**src/hw/imr_defs.svh**
```systemverilog
// imr_defs.svh - constants of the two-wire master sequencer
`ifndef IMR_DEFS_SVH
`define IMR_DEFS_SVH
`define IMR_DATA_W 8
`define IMR_FIFO_DEPTH 16
`define IMR_FIFO_AW 4
`define IMR_BIT_FIRST 4'h0
`define IMR_BIT_LAST_DATA 4'h7
`define IMR_BIT_ACK 4'h8
`define IMR_CNT_ZERO 8'h00
`define IMR_CNT_ONE 8'h01
`define IMR_FLAG_RESET 1'b0
`endif

```
**src/hw/imr_pkg.sv**
```systemverilog
// imr_pkg.sv - types of the two-wire master sequencer
package imr_pkg;
	// phases of one sequence, gray along idle-pull-low-rel-high-hold
	typedef enum logic [2:0] {
		IMR_IDLE = 3'h0,
		IMR_PULL = 3'h1,
		IMR_LOW = 3'h3,
		IMR_REL = 3'h2,
		IMR_HIGH = 3'h6,
		IMR_HOLD = 3'h7
	} imr_state_t;
	// which sequence the phases belong to
	typedef enum logic [1:0] {
		IMR_M_RS = 2'h0,
		IMR_M_TX = 2'h1,
		IMR_M_RX = 2'h2,
		IMR_M_ACK = 2'h3
	} imr_mode_t;
endpackage : imr_pkg

```
**src/hw/imr_master.sv**
```systemverilog
// imr_master.sv - two-wire master: repeated start, byte send, byte receive, ack
// Notes on behaviour
// restart begins only from idle sequencer
// pull clock, then load rate, release data
// timeout with data high releases clock
// data low, clock low, clear request
// start seen at once, flag at end
// restart request while busy is ignored
// collision: data low, or early clock low
// collision sets flag, port returns idle
// buffer write sets full, starts shifting
// data after fall, low then high periods
// after eighth fall clear full, release
// slave pulls data low to acknowledge
// ninth bit level goes to ack status
// after ninth clock flag, clock held low
// address is seven bits then direction
// write while busy dropped, sets collision
// receive request only accepted when idle
// toggle clock per rollover, shift data in
// eighth fall ends receive, buffer, flags
// full set on move, cleared on read
// byte done while full sets overflow
// software picks ack value, then acks
// ack: value out, low, release, low
// released clock waits until sampled high
// open-drain lines, decisions on sampled levels
`timescale 1ns/1ps
`include "imr_defs.svh"
module imr_master (
	// clock and reset
	input wire logic mclk_in,
	input wire logic arst_n_in,
	// bus lines, open drain
	input wire logic scl_in,
	input wire logic sda_in,
	output logic scl_out,
	output logic scl_oe_out,
	output logic sda_out,
	output logic sda_oe_out,
	// bit period reload
	input wire logic [7:0] rate_reload_value_in,
	// sequence requests, one-cycle pulses
	input wire logic restart_request_in,
	input wire logic receive_request_in,
	input wire logic ack_sequence_request_in,
	input wire logic ack_value_bit_in,
	// transmit buffer write
	input wire logic [7:0] tx_data_in,
	input wire logic tx_write_in,
	// receive stream out of the buffer
	output logic [7:0] rx_data_out,
	output logic rx_valid_out,
	input wire logic rx_ready_in,
	// flag clears, one-cycle pulses
	input wire logic clear_irq_in,
	input wire logic clear_bus_collision_in,
	input wire logic clear_write_collision_in,
	input wire logic clear_overflow_in,
	// status
	output logic restart_request_out,
	output logic receive_request_out,
	output logic ack_sequence_request_out,
	output logic buffer_full_flag_out,
	output logic write_collision_flag_out,
	output logic receive_overflow_flag_out,
	output logic port_irq_flag_out,
	output logic bus_collision_flag_out,
	output logic slave_ack_status_out,
	output logic start_detected_out
);
	logic rst_meta_r, rst_n;
	logic scl_m_r, scl_s_r, scl_d_r, sda_m_r, sda_s_r, sda_d_r;
	imr_pkg::imr_state_t state_r, state_nxt;
	imr_pkg::imr_mode_t mode_r, mode_nxt;
	logic [7:0] brg_cnt_r, brg_cnt_nxt, shift_r, shift_nxt;
	logic [3:0] bit_r, bit_nxt;
	logic scl_oe_r, scl_oe_nxt, sda_oe_r, sda_oe_nxt;
	logic rs_busy_r, rs_busy_nxt, rx_busy_r, rx_busy_nxt, ack_busy_r, ack_busy_nxt;
	logic bf_r, bf_nxt, write_collision_flag_r, write_collision_flag_nxt, ovf_r, ovf_nxt, irq_r, irq_nxt;
	logic bcl_r, bcl_nxt, ackst_r, ackst_nxt, start_r, start_nxt;
	logic bf_set, bf_clr, irq_set, bcl_set, ovf_set, write_collision_flag_set;
	logic tick, push, pop, fifo_ready, tx_take;

	// bit-period counter only runs in timed phases
	function automatic logic is_timed(input imr_pkg::imr_state_t st);
		is_timed = (st == imr_pkg::IMR_LOW) || (st == imr_pkg::IMR_HIGH) ||
			(st == imr_pkg::IMR_HOLD);
	endfunction : is_timed

	// reset release through two flops, assertion stays asynchronous
	always_ff @(posedge mclk_in or negedge arst_n_in) begin
		if (!arst_n_in) begin
			rst_meta_r <= 1'b0;
			rst_n <= 1'b0;
		end else begin
			rst_meta_r <= 1'b1;
			rst_n <= rst_meta_r;
		end
	end

	// line sampling; the meta flops feed only the next stage
	always_ff @(posedge mclk_in or negedge rst_n) begin
		if (!rst_n) begin
			scl_m_r <= 1'b1;
			scl_s_r <= 1'b1;
			scl_d_r <= 1'b1;
			sda_m_r <= 1'b1;
			sda_s_r <= 1'b1;
			sda_d_r <= 1'b1;
		end else begin
			scl_m_r <= scl_in;
			scl_s_r <= scl_m_r;
			scl_d_r <= scl_s_r;
			sda_m_r <= sda_in;
			sda_s_r <= sda_m_r;
			sda_d_r <= sda_s_r;
		end
	end

	assign tick = is_timed(state_r) && (brg_cnt_r == `IMR_CNT_ZERO);
	assign pop = rx_valid_out && rx_ready_in;
	// a restart in the same cycle wins the idle slot
	assign tx_take = (state_r == imr_pkg::IMR_IDLE) && tx_write_in && !restart_request_in;

	// sequencer next state
	always_comb begin
		state_nxt = state_r;
		mode_nxt = mode_r;
		brg_cnt_nxt = brg_cnt_r;
		shift_nxt = shift_r;
		bit_nxt = bit_r;
		scl_oe_nxt = scl_oe_r;
		sda_oe_nxt = sda_oe_r;
		rs_busy_nxt = rs_busy_r;
		rx_busy_nxt = rx_busy_r;
		ack_busy_nxt = ack_busy_r;
		ackst_nxt = ackst_r;
		bf_set = 1'b0;
		bf_clr = pop;
		irq_set = 1'b0;
		bcl_set = 1'b0;
		ovf_set = 1'b0;
		push = 1'b0;
		write_collision_flag_set = tx_write_in && !tx_take;
		if (is_timed(state_r) && (brg_cnt_r != `IMR_CNT_ZERO)) begin
			brg_cnt_nxt = brg_cnt_r - `IMR_CNT_ONE;
		end
		case (state_r)
			imr_pkg::IMR_IDLE: begin
				if (restart_request_in) begin
					mode_nxt = imr_pkg::IMR_M_RS;
					rs_busy_nxt = 1'b1;
					scl_oe_nxt = 1'b1;
					state_nxt = imr_pkg::IMR_PULL;
				end else if (tx_take) begin
					mode_nxt = imr_pkg::IMR_M_TX;
					shift_nxt = tx_data_in;
					bit_nxt = `IMR_BIT_FIRST;
					bf_set = 1'b1;
					scl_oe_nxt = 1'b1;
					sda_oe_nxt = !tx_data_in[7];
					brg_cnt_nxt = rate_reload_value_in;
					state_nxt = imr_pkg::IMR_LOW;
				end else if (receive_request_in && fifo_ready) begin
					mode_nxt = imr_pkg::IMR_M_RX;
					rx_busy_nxt = 1'b1;
					bit_nxt = `IMR_BIT_FIRST;
					scl_oe_nxt = 1'b1;
					sda_oe_nxt = 1'b0;
					brg_cnt_nxt = rate_reload_value_in;
					state_nxt = imr_pkg::IMR_LOW;
				end else if (ack_sequence_request_in) begin
					mode_nxt = imr_pkg::IMR_M_ACK;
					ack_busy_nxt = 1'b1;
					scl_oe_nxt = 1'b1;
					sda_oe_nxt = !ack_value_bit_in;
					brg_cnt_nxt = rate_reload_value_in;
					state_nxt = imr_pkg::IMR_LOW;
				end
			end
			imr_pkg::IMR_PULL: begin
				sda_oe_nxt = 1'b0;
				if (!scl_s_r) begin
					brg_cnt_nxt = rate_reload_value_in;
					state_nxt = imr_pkg::IMR_LOW;
				end
			end
			imr_pkg::IMR_LOW: begin
				if (tick) begin
					if ((mode_r != imr_pkg::IMR_M_RS) || sda_s_r) begin
						scl_oe_nxt = 1'b0;
						state_nxt = imr_pkg::IMR_REL;
					end else begin
						// data still held by someone: try another period
						brg_cnt_nxt = rate_reload_value_in;
					end
				end
			end
			imr_pkg::IMR_REL: begin
				if (scl_s_r) begin
					brg_cnt_nxt = rate_reload_value_in;
					state_nxt = imr_pkg::IMR_HIGH;
					if ((mode_r == imr_pkg::IMR_M_RS) && !sda_s_r) begin
						bcl_set = 1'b1;
					end
					if ((mode_r == imr_pkg::IMR_M_TX) && (bit_r == `IMR_BIT_ACK)) begin
						ackst_nxt = sda_s_r;
					end
					if (mode_r == imr_pkg::IMR_M_RX) begin
						shift_nxt = {shift_r[6:0], sda_s_r};
					end
				end
			end
			imr_pkg::IMR_HIGH: begin
				if ((mode_r == imr_pkg::IMR_M_RS) && !scl_s_r) begin
					bcl_set = 1'b1;
				end else if (tick) begin
					brg_cnt_nxt = rate_reload_value_in;
					scl_oe_nxt = 1'b1;
					state_nxt = imr_pkg::IMR_LOW;
					case (mode_r)
						imr_pkg::IMR_M_RS: begin
							scl_oe_nxt = 1'b0;
							sda_oe_nxt = 1'b1;
							state_nxt = imr_pkg::IMR_HOLD;
						end
						imr_pkg::IMR_M_TX: begin
							if (bit_r == `IMR_BIT_ACK) begin
								irq_set = 1'b1;
								state_nxt = imr_pkg::IMR_IDLE;
							end else begin
								bit_nxt = bit_r + 4'h1;
								shift_nxt = {shift_r[6:0], 1'b0};
								if (bit_r == `IMR_BIT_LAST_DATA) begin
									bf_clr = 1'b1;
									sda_oe_nxt = 1'b0;
								end else begin
									sda_oe_nxt = !shift_r[6];
								end
							end
						end
						imr_pkg::IMR_M_RX: begin
							if (bit_r == `IMR_BIT_LAST_DATA) begin
								push = 1'b1;
								bf_set = 1'b1;
								ovf_set = bf_r;
								irq_set = 1'b1;
								rx_busy_nxt = 1'b0;
								state_nxt = imr_pkg::IMR_IDLE;
							end else begin
								bit_nxt = bit_r + 4'h1;
							end
						end
						default: begin
							irq_set = 1'b1;
							ack_busy_nxt = 1'b0;
							state_nxt = imr_pkg::IMR_IDLE;
						end
					endcase
				end
			end
			imr_pkg::IMR_HOLD: begin
				if (tick) begin
					scl_oe_nxt = 1'b1;
					rs_busy_nxt = 1'b0;
					irq_set = 1'b1;
					state_nxt = imr_pkg::IMR_IDLE;
				end
			end
			default: begin
				state_nxt = imr_pkg::IMR_IDLE;
			end
		endcase
		if (bcl_set) begin
			state_nxt = imr_pkg::IMR_IDLE;
			scl_oe_nxt = 1'b0;
			sda_oe_nxt = 1'b0;
			rs_busy_nxt = 1'b0;
		end
		// sticky flags: a set in the clearing cycle wins
		bf_nxt = bf_set || (bf_r && !bf_clr);
		irq_nxt = irq_set || (irq_r && !clear_irq_in);
		bcl_nxt = bcl_set || (bcl_r && !clear_bus_collision_in);
		write_collision_flag_nxt = write_collision_flag_set || (write_collision_flag_r && !clear_write_collision_in);
		ovf_nxt = ovf_set || (ovf_r && !clear_overflow_in);
		// start seen on the lines; a stop clears it
		start_nxt = start_r;
		if (scl_s_r && scl_d_r && sda_d_r && !sda_s_r) begin
			start_nxt = 1'b1;
		end else if (scl_s_r && scl_d_r && !sda_d_r && sda_s_r) begin
			start_nxt = 1'b0;
		end
	end

	// sequencer registers
	always_ff @(posedge mclk_in or negedge rst_n) begin
		if (!rst_n) begin
			state_r <= imr_pkg::IMR_IDLE;
			mode_r <= imr_pkg::IMR_M_RS;
			brg_cnt_r <= `IMR_CNT_ZERO;
			shift_r <= 8'h00;
			bit_r <= `IMR_BIT_FIRST;
			scl_oe_r <= 1'b0;
			sda_oe_r <= 1'b0;
			rs_busy_r <= `IMR_FLAG_RESET;
			rx_busy_r <= `IMR_FLAG_RESET;
			ack_busy_r <= `IMR_FLAG_RESET;
			bf_r <= `IMR_FLAG_RESET;
			write_collision_flag_r <= `IMR_FLAG_RESET;
			ovf_r <= `IMR_FLAG_RESET;
			irq_r <= `IMR_FLAG_RESET;
			bcl_r <= `IMR_FLAG_RESET;
			ackst_r <= `IMR_FLAG_RESET;
			start_r <= `IMR_FLAG_RESET;
		end else begin
			state_r <= state_nxt;
			mode_r <= mode_nxt;
			brg_cnt_r <= brg_cnt_nxt;
			shift_r <= shift_nxt;
			bit_r <= bit_nxt;
			scl_oe_r <= scl_oe_nxt;
			sda_oe_r <= sda_oe_nxt;
			rs_busy_r <= rs_busy_nxt;
			rx_busy_r <= rx_busy_nxt;
			ack_busy_r <= ack_busy_nxt;
			bf_r <= bf_nxt;
			write_collision_flag_r <= write_collision_flag_nxt;
			ovf_r <= ovf_nxt;
			irq_r <= irq_nxt;
			bcl_r <= bcl_nxt;
			ackst_r <= ackst_nxt;
			start_r <= start_nxt;
		end
	end

	// received bytes queue here; a full queue refuses new receives
	imr_fifo #(.WIDTH(`IMR_DATA_W), .DEPTH(`IMR_FIFO_DEPTH), .AW(`IMR_FIFO_AW)) u_rx_fifo (
		.clk_in(mclk_in),
		.rst_n_in(rst_n),
		.in_valid_in(push),
		.in_ready_out(fifo_ready),
		.in_data_in(shift_nxt),
		.out_valid_out(rx_valid_out),
		.out_ready_in(rx_ready_in),
		.out_data_out(rx_data_out)
	);

	// open drain: level is always low, only the enables move
	assign scl_out = 1'b0;
	assign sda_out = 1'b0;
	assign scl_oe_out = scl_oe_r;
	assign sda_oe_out = sda_oe_r;
	assign restart_request_out = rs_busy_r;
	assign receive_request_out = rx_busy_r;
	assign ack_sequence_request_out = ack_busy_r;
	assign buffer_full_flag_out = bf_r;
	assign write_collision_flag_out = write_collision_flag_r;
	assign receive_overflow_flag_out = ovf_r;
	assign port_irq_flag_out = irq_r;
	assign bus_collision_flag_out = bcl_r;
	assign slave_ack_status_out = ackst_r;
	assign start_detected_out = start_r;
endmodule : imr_master

```
**src/hw/imr_fifo.sv**
```systemverilog
// imr_fifo.sv - small receive fifo with registered read data
`timescale 1ns/1ps
`include "imr_defs.svh"
module imr_fifo #(
	parameter int WIDTH = `IMR_DATA_W,
	parameter int DEPTH = `IMR_FIFO_DEPTH,
	parameter int AW = `IMR_FIFO_AW
) (
	// clock and synchronised reset
	input wire logic clk_in,
	input wire logic rst_n_in,
	// fill side
	input wire logic in_valid_in,
	output logic in_ready_out,
	input wire logic [WIDTH-1:0] in_data_in,
	// drain side
	output logic out_valid_out,
	input wire logic out_ready_in,
	output logic [WIDTH-1:0] out_data_out
);
	logic [WIDTH-1:0] mem_r [DEPTH];
	logic [AW-1:0] wr_ptr_r, wr_ptr_nxt, rd_ptr_r, rd_ptr_nxt;
	logic [AW:0] cnt_r, cnt_nxt;
	logic out_valid_r, out_valid_nxt;
	logic [WIDTH-1:0] out_data_r, out_data_nxt;
	logic do_wr, do_rd;

	// memory holds DEPTH words; the output stage is one more
	assign in_ready_out = (cnt_r != DEPTH[AW:0]);
	assign out_valid_out = out_valid_r;
	assign out_data_out = out_data_r;

	// pointer and output-stage next values
	always_comb begin
		do_wr = in_valid_in && in_ready_out;
		do_rd = (cnt_r != '0) && (!out_valid_r || out_ready_in);
		wr_ptr_nxt = do_wr ? wr_ptr_r + 1'b1 : wr_ptr_r;
		rd_ptr_nxt = do_rd ? rd_ptr_r + 1'b1 : rd_ptr_r;
		cnt_nxt = cnt_r + {{AW{1'b0}}, do_wr} - {{AW{1'b0}}, do_rd};
		out_data_nxt = do_rd ? mem_r[rd_ptr_r] : out_data_r;
		out_valid_nxt = do_rd ? 1'b1 : (out_ready_in ? 1'b0 : out_valid_r);
	end

	// state registers
	always_ff @(posedge clk_in or negedge rst_n_in) begin
		if (!rst_n_in) begin
			wr_ptr_r <= '0;
			rd_ptr_r <= '0;
			cnt_r <= '0;
			out_valid_r <= 1'b0;
			out_data_r <= '0;
		end else begin
			wr_ptr_r <= wr_ptr_nxt;
			rd_ptr_r <= rd_ptr_nxt;
			cnt_r <= cnt_nxt;
			out_valid_r <= out_valid_nxt;
			out_data_r <= out_data_nxt;
		end
	end

	// storage needs no reset, only the pointers, count and output stage do
	always_ff @(posedge clk_in) begin
		if (do_wr) begin
			mem_r[wr_ptr_r] <= in_data_in;
		end
	end
endmodule : imr_fifo

```
**config.mk**
```make
export PLATFORM = sky130hd
export DESIGN_NAME = imr_master
export DESIGN_NICKNAME = d
export VERILOG_FILES = /design/src/hw/imr_pkg.sv /design/src/hw/imr_master.sv /design/src/hw/imr_fifo.sv
export VERILOG_INCLUDE_DIRS = /design/src /design/src/hw
export SDC_FILE = /design/constraint.sdc
export NUM_CORES = 1
export LEC_CHECK = 0
export BUFFER_PORTS_ARGS = -buffer_cell sky130_fd_sc_hd__clkbuf_2
export CAP_MARGIN = 20
export CORE_MARGIN = 2
export CORE_UTILIZATION = 45
export DETAILED_ROUTE_END_ITERATION = 6
export PLACE_DENSITY = 0.6
export SLEW_MARGIN = 20
export SYNTH_ARGS = -nofsm -noshare
export SYNTH_HDL_FRONTEND = slang
export SYNTH_SLANG_ARGS = --single-unit
```
**constraint.sdc**
```tcl
create_clock -name mclk_in -period 1.95 [get_ports mclk_in]
set_clock_uncertainty 0.1 [all_clocks]
set_input_delay 0.39 -clock mclk_in [delete_from_list [all_inputs] [get_ports mclk_in]]
set_output_delay 0.39 -clock mclk_in [all_outputs]
set_load 0.01 [all_outputs]
```
======== Word level (Yosys, flattened, before mapping) ========
Memories as Yosys holds them, arrays and structs flattened. A register that Yosys moved wholly into a read port is not among the register bits.
Index checks and enable logic that the tools add are counted.
Widths: inputs -> output; s select.
storage, ports and cells
  bits in registers ....................... 59
  memory bits (writable) .................. 128
  input bits .............................. 30
  memories ................................ 1
memories
  name             depth  bits a word  rd ports  clocked after Yosys merged registers in  write ports  line            RTL
  u_rx_fifo.mem_r  16     8            1         1                                        1            imr_fifo.sv:21  logic [WIDTH-1:0] mem_r [DEPTH];
operators by class
  $add $sub $neg .......................... 6
  equality and inequality tests ........... 37
  mux-type cells .......................... 127
  reductions and logical operators ........ 69
operators by type and width
  cell                 number
  $mux 8               19
  $mux 1               67
  $pmux 8 s5           1
  $mux 3               12
  $reduce_and 8->1     4
  $ne 3x3->1 const B   10
  $mux 4               7
  $pmux 8 s3           1
  $logic_and 1x1->1    22
  $pmux 3 s6           1
  $pmux 4 s2           2
  $logic_not 1->1      15
  $ne 2x2->1 const B   7
  $pmux 1 s2           7
  $reduce_and 7->1     2
  $add 4x1->4 const B  3
  $mux 2               6
  $reduce_bool 5->1    2
  $logic_or 1x1->1     9
  $pmux 3 s3           1
  $logic_not 8->1      1
  $reduce_bool 2->1    4
  $reduce_bool 4->1    2
  $reduce_bool 8->1    1
  other kinds (26)     33

======== Logic depth before layout (Yosys ltp) ========
  depth in word-level cells ............... 10
  gate-level depth with buffers ........... 16

======== Modules after synthesis ========
From an unflattened synthesis, not the netlist that was laid out.
unflattened totals
  cells, all modules ...................... 594
  area, all modules ....................... 8,595.7 µm²
by module, submodules not included
  module      instances  cells an instance  area each (µm²)  seq. area each (µm²)
  imr_fifo    1          307                5,975.7          4,394.2
  imr_master  1          287                2,620.0          1,133.6

======== Worst setup path after synthesis ========
No wires, ideal clock.
  kind .................................... register to register
  start ................................... reg brg_cnt_r[0]
  end ..................................... mem u_rx_fifo.mem_r[3][0] (netlist name) (enable)
  library setup time ...................... 383 ps
  data arrival time ....................... 2,445 ps
  slack ................................... -978 ps
  cell stages (with the launch flop) ...... 8
  clock period less this slack ............ 2,928 ps
  cell sequence ........................... dfrtp_1 inv_1 ha_1 nor3b_1 nand2_1 nor4b_4 nand2_1 nor3_1
on the way
  longest elaborated chain between the ends .. 8
ends and longest elaborated chain
  element                       line               RTL
  start, declared               imr_master.sv:76   logic [7:0] brg_cnt_r, brg_cnt_nxt, shift_r, shift_nxt;
  start signal, assigned        imr_master.sv:301  brg_cnt_r <= `IMR_CNT_ZERO;
  start signal, assigned        imr_master.sv:319  brg_cnt_r <= brg_cnt_nxt;
  $logic_not 8->1 (no line)     -
  $logic_and 1x1->1             imr_master.sv:121  assign tick = is_timed(state_r) && (brg_cnt_r == `IMR_CNT_ZERO);
  $mux 1                        imr_master.sv:218  end else if (tick) begin
  $mux 1                        imr_master.sv:216  if ((mode_r == imr_pkg::IMR_M_RS) && !scl_s_r) begin
  $mux 1                        imr_master.sv:149  case (state_r)
  $logic_and 1x1->1             imr_fifo.sv:35     do_wr = in_valid_in && in_ready_out;
  via u_rx_fifo.do_wr           imr_fifo.sv:26     logic do_wr, do_rd;
  $mux 1                        imr_fifo.sv:63     if (do_wr) begin
  $mux 1 (not written as such)  imr_fifo.sv:64     mem_r[wr_ptr_r] <= in_data_in;
  end, declared                 imr_fifo.sv:21
The timed path passes the listed nets, and every way through them passes these cells.

======== Worst setup path in the final report ========
  start ................................... reg brg_cnt_r[0]
  end ..................................... mem u_rx_fifo.mem_r[12][2] (netlist name), data pin
on the way
  longest elaborated chain between the ends .. 5
ends and longest elaborated chain
  element                    line
  $logic_not 8->1 (no line)  -
  $logic_and 1x1->1          imr_master.sv:121
  $mux 8                     imr_master.sv:218
  $mux 8                     imr_master.sv:216
  $pmux 8 s3                 imr_master.sv:149
Every way passes these cells.

==> impl_metrics.ini <==
[routing]
routed_via_density = 5.937
avgRoutedWirePerCell_um = 23.36
drcViolationCount = 0
firstDrtPassIters = 5
ant_nets = 0
finalWirelength_mm = 24.74
vias = 6287
drt-initial-drc-count = 487

[floorplanning]
coreArea_um2 = 18770
die_w_um = 142.4
ioPinCount = 53
start_util_pct = 45.90
die_area_um2 = 20270
die_h_um = 142.4
rows = 50

[critical_path]
cp.arrival_ns = 2.70
end_kind = flip-flop
critPathMaxStageDelay_ns = 0.44
critPathKind = flip-flop to flip-flop
path_max_fanout = 8
startpoint_type = flip-flop
critPathRequiredTime_ns = 2.01
crit_slowest_cell = a221o_2
crit_chain = inv_2 > ha_4 > or3b_4 > nor2_4 > nand4_1 > buf_4 > a311o_2 > a221o_2

[logic_synthesis]
synth_warnings = 0
ys_seq_area_share_pct = 64.17
synth_area_um2 = 8615
yosys.area.top_type_share_pct = 44.62
synth_ff_type = edfxtp_1
synth-simple-area-share_pct = 9.223
yosysMostFrequentCell = edfxtp_1
synth_async_sr_flop_share_pct = 34.36
synth_common_cells = edfxtp_1 (128), dfrtp_1 (61), nand2_1 (40)
synth.avg_cell_area_um2 = 14.65
ys_types = 73
synth_top_family_by_area = multiplexers
synth_edf_count = 128
synth_area_leaders = edfxtp_1 (45%), dfrtp_1 (18%), mux4_2 (8.4%)
yosys.area_share.adder_pct = 2.266
synth_largest_area_cell = edfxtp_1
synth_mux_area_share_pct = 11.36
synth-seq-cells = 195
syn_inst = 588
synth-compound-area-share_pct = 8.787
synth_xor_xnor_area_share_pct = 1.627

[finish]
multi_input_area_um2 = 3784
register_area_um2 = 5532
final-instance-count-excl-fill = 1059
nNetsFinal = 857
area_growth_pct = 43.06
antenna-diode-count = 0
fillers = 1334
drive_gt1_share_pct = 50.06
finish.utilization_pct = 65.67

[grt]
antenna_found_initial = 0
grt.overflow.total = 0
grt_usage_pct = 24.14
grt_max_degree = 42
grt_pass1_wl_mm = 35.47
grt_pass1_vias = 6112

[sta]
fin_setup_tns_ns = -155.22
max_freq_mhz = 378.8
slew_viol_final = 0
rsz0062_at_grt = yes
setup_viol = 293
fin_crit_sh_pct = 135.4
setup_ws_ns = -0.6900
tightest_slew_ns = 0.6826
hold_viol_final = 0
max_slew_margin_pct = 54.30
layout_min_cycle_time_ns = 2.640

[clocking]
clk_latency_ns = 0.44
clock_sinks = 195
numCtsBuffers = 17
clk_path_buf_depth = 2
cts-root-buf = clkbuf_16
cts_tree = yes
h-tree-depth = 4
clk_pin_slew_ns = 0.07

[run_status]
violations = negative setup slack
status = finished with violations

[power]
vdd_ir_drop_max_mv = 0.7211
p_per_area_nw_per_um2 = 1405
leakagePower_uw = 0.004756

[placed_design]
port_buffers = 50
hpwl_mm = 15.15
place_inst = 981
dp_slack_ns = -0.7316
gp_congestion = 0.9322

[flow_run]
maxCapViolations = 0

[hold_path]
hold_class = input port to flip-flop
==> cells in the final DEF, fill, tap and decap left out, types with 11 or more instances in the layout <==
| master | synthesis | routed |
|---|---|---|
| edfxtp_1 | 128 | 128 |
| buf_4 | 2 | 113 |
| dfrtp_1 | 61 | 58 |
| clkbuf_2 | 0 | 50 |
| nand2_1 | 40 | 32 |
| mux4_2 | 32 | 32 |
| buf_6 | 0 | 29 |
| buf_12 | 0 | 23 |
| clkbuf_16 | 0 | 19 |
| nor2_1 | 30 | 16 |
| inv_1 | 23 | 15 |
| nor2_4 | 1 | 15 |
| o21ai_0 | 19 | 14 |
| nor2b_1 | 15 | 14 |
| xnor2_1 | 12 | 12 |
| a21o_1 | 12 | 11 |
==> layer usage <==
layer / track usage [%] / wire length, µm / share of wire (%) / up-vias
met5: 0 / 0 / 0 / -
met4: 6.670 / 413 / 1.7 / 0
met3: 5.485 / 1836 / 7.4 / 43
met2: 38.95 / 12180 / 49 / 310
met1: 33.31 / 10310 / 42 / 3185
li1: - / - / - / 2749
==> final cells by class <==
cell class              count  share of cell area [%]
multi-input cells         350                   30.70
clock inverters            14                   1.127
repair buffers            224                   16.64
clock buffers              18                   3.482
flip-flops and latches    195                   44.88
inverters                  24                  0.7919
well taps                 234                   2.376
==> kinds of logic after synthesis <==
logic type                 Yosys count
DFF                                195
AOI/OAI and AO/OA                  104
xor gates and xnor gates            16
muxes                               57
adders and majority gates           15
and+or+nand+nor                    146
other                                2
buffers and inverters               53
==> critical path: cells and delay by family, from the launching register on <==
family                   cells  cell delay, ns
adder cells (fa/ha/maj)      1            0.13
AO/OA/AOI/OAI                2            0.84
buffers and inverters        2            0.27
flip-flops                   1            0.39
AND/OR/NAND/NOR              3            0.64
==> final timing paths <==
kind | startpoint | endpoint | slack [ns] | cells after the start
worst max-delay path | brg_cnt_r[0] | u_rx_fifo.mem_r[12][2] | -0.69 | 8
worst min-delay path | clear_bus_collision_in | bus_collision_flag_out | 0.03 | 2
worst max register to register | brg_cnt_r[0] | u_rx_fifo.mem_r[12][2] | -0.69 | 8
worst min register to register | rst_n | sda_oe_out | 0.17 | 1
max in group asynchronous | rst_n | u_rx_fifo.rd_ptr_r[0] | 1.01 | 1
min in group asynchronous | arst_n_in | rst_meta_r | 0.16 | 2
==> registers in the layout, summed over array words and instances, names as in the netlist, 2 cells and up <==
register / flops
bit_r: 4
brg_cnt_r: 8
mode_r: 2
shift_r: 8
state_r: 3
u_rx_fifo.cnt_r: 5
u_rx_fifo.mem_r: 128
u_rx_fifo.out_data_out: 8
u_rx_fifo.rd_ptr_r: 4
u_rx_fifo.wr_ptr_r: 4
==> what timing repair did <==
action	in CTS	in global routing
endpoints found under the hold margin	4	0
setup buffers	24	13
hold buffers	3	0
cloned	5	8
setup endpoints to repair	299	303
resized for setup	86	54
pin swaps	31	37
==> report_power, final <==
part	internal, µW	leakage, µW	switching, µW
Sequential	5170	0.00198	407
Combinational	4350	0.00251	4030
Clock	1690	0.000268	1670
Total	11200	0.00476	6110
==> through the flow <==
stage               area [µm²]  hold slack (ns)  power (µW)
floorplan                 8905        -0.005591        9386
global placement         10630          0.07683       11690
detailed placement       10630          0.07934       11850
CTS                      11860          0.01257       16460
global route             12320          0.02844       18120
finish                   12320          0.03078       17320
Note: power is estimated with default switching activity, not from simulation.
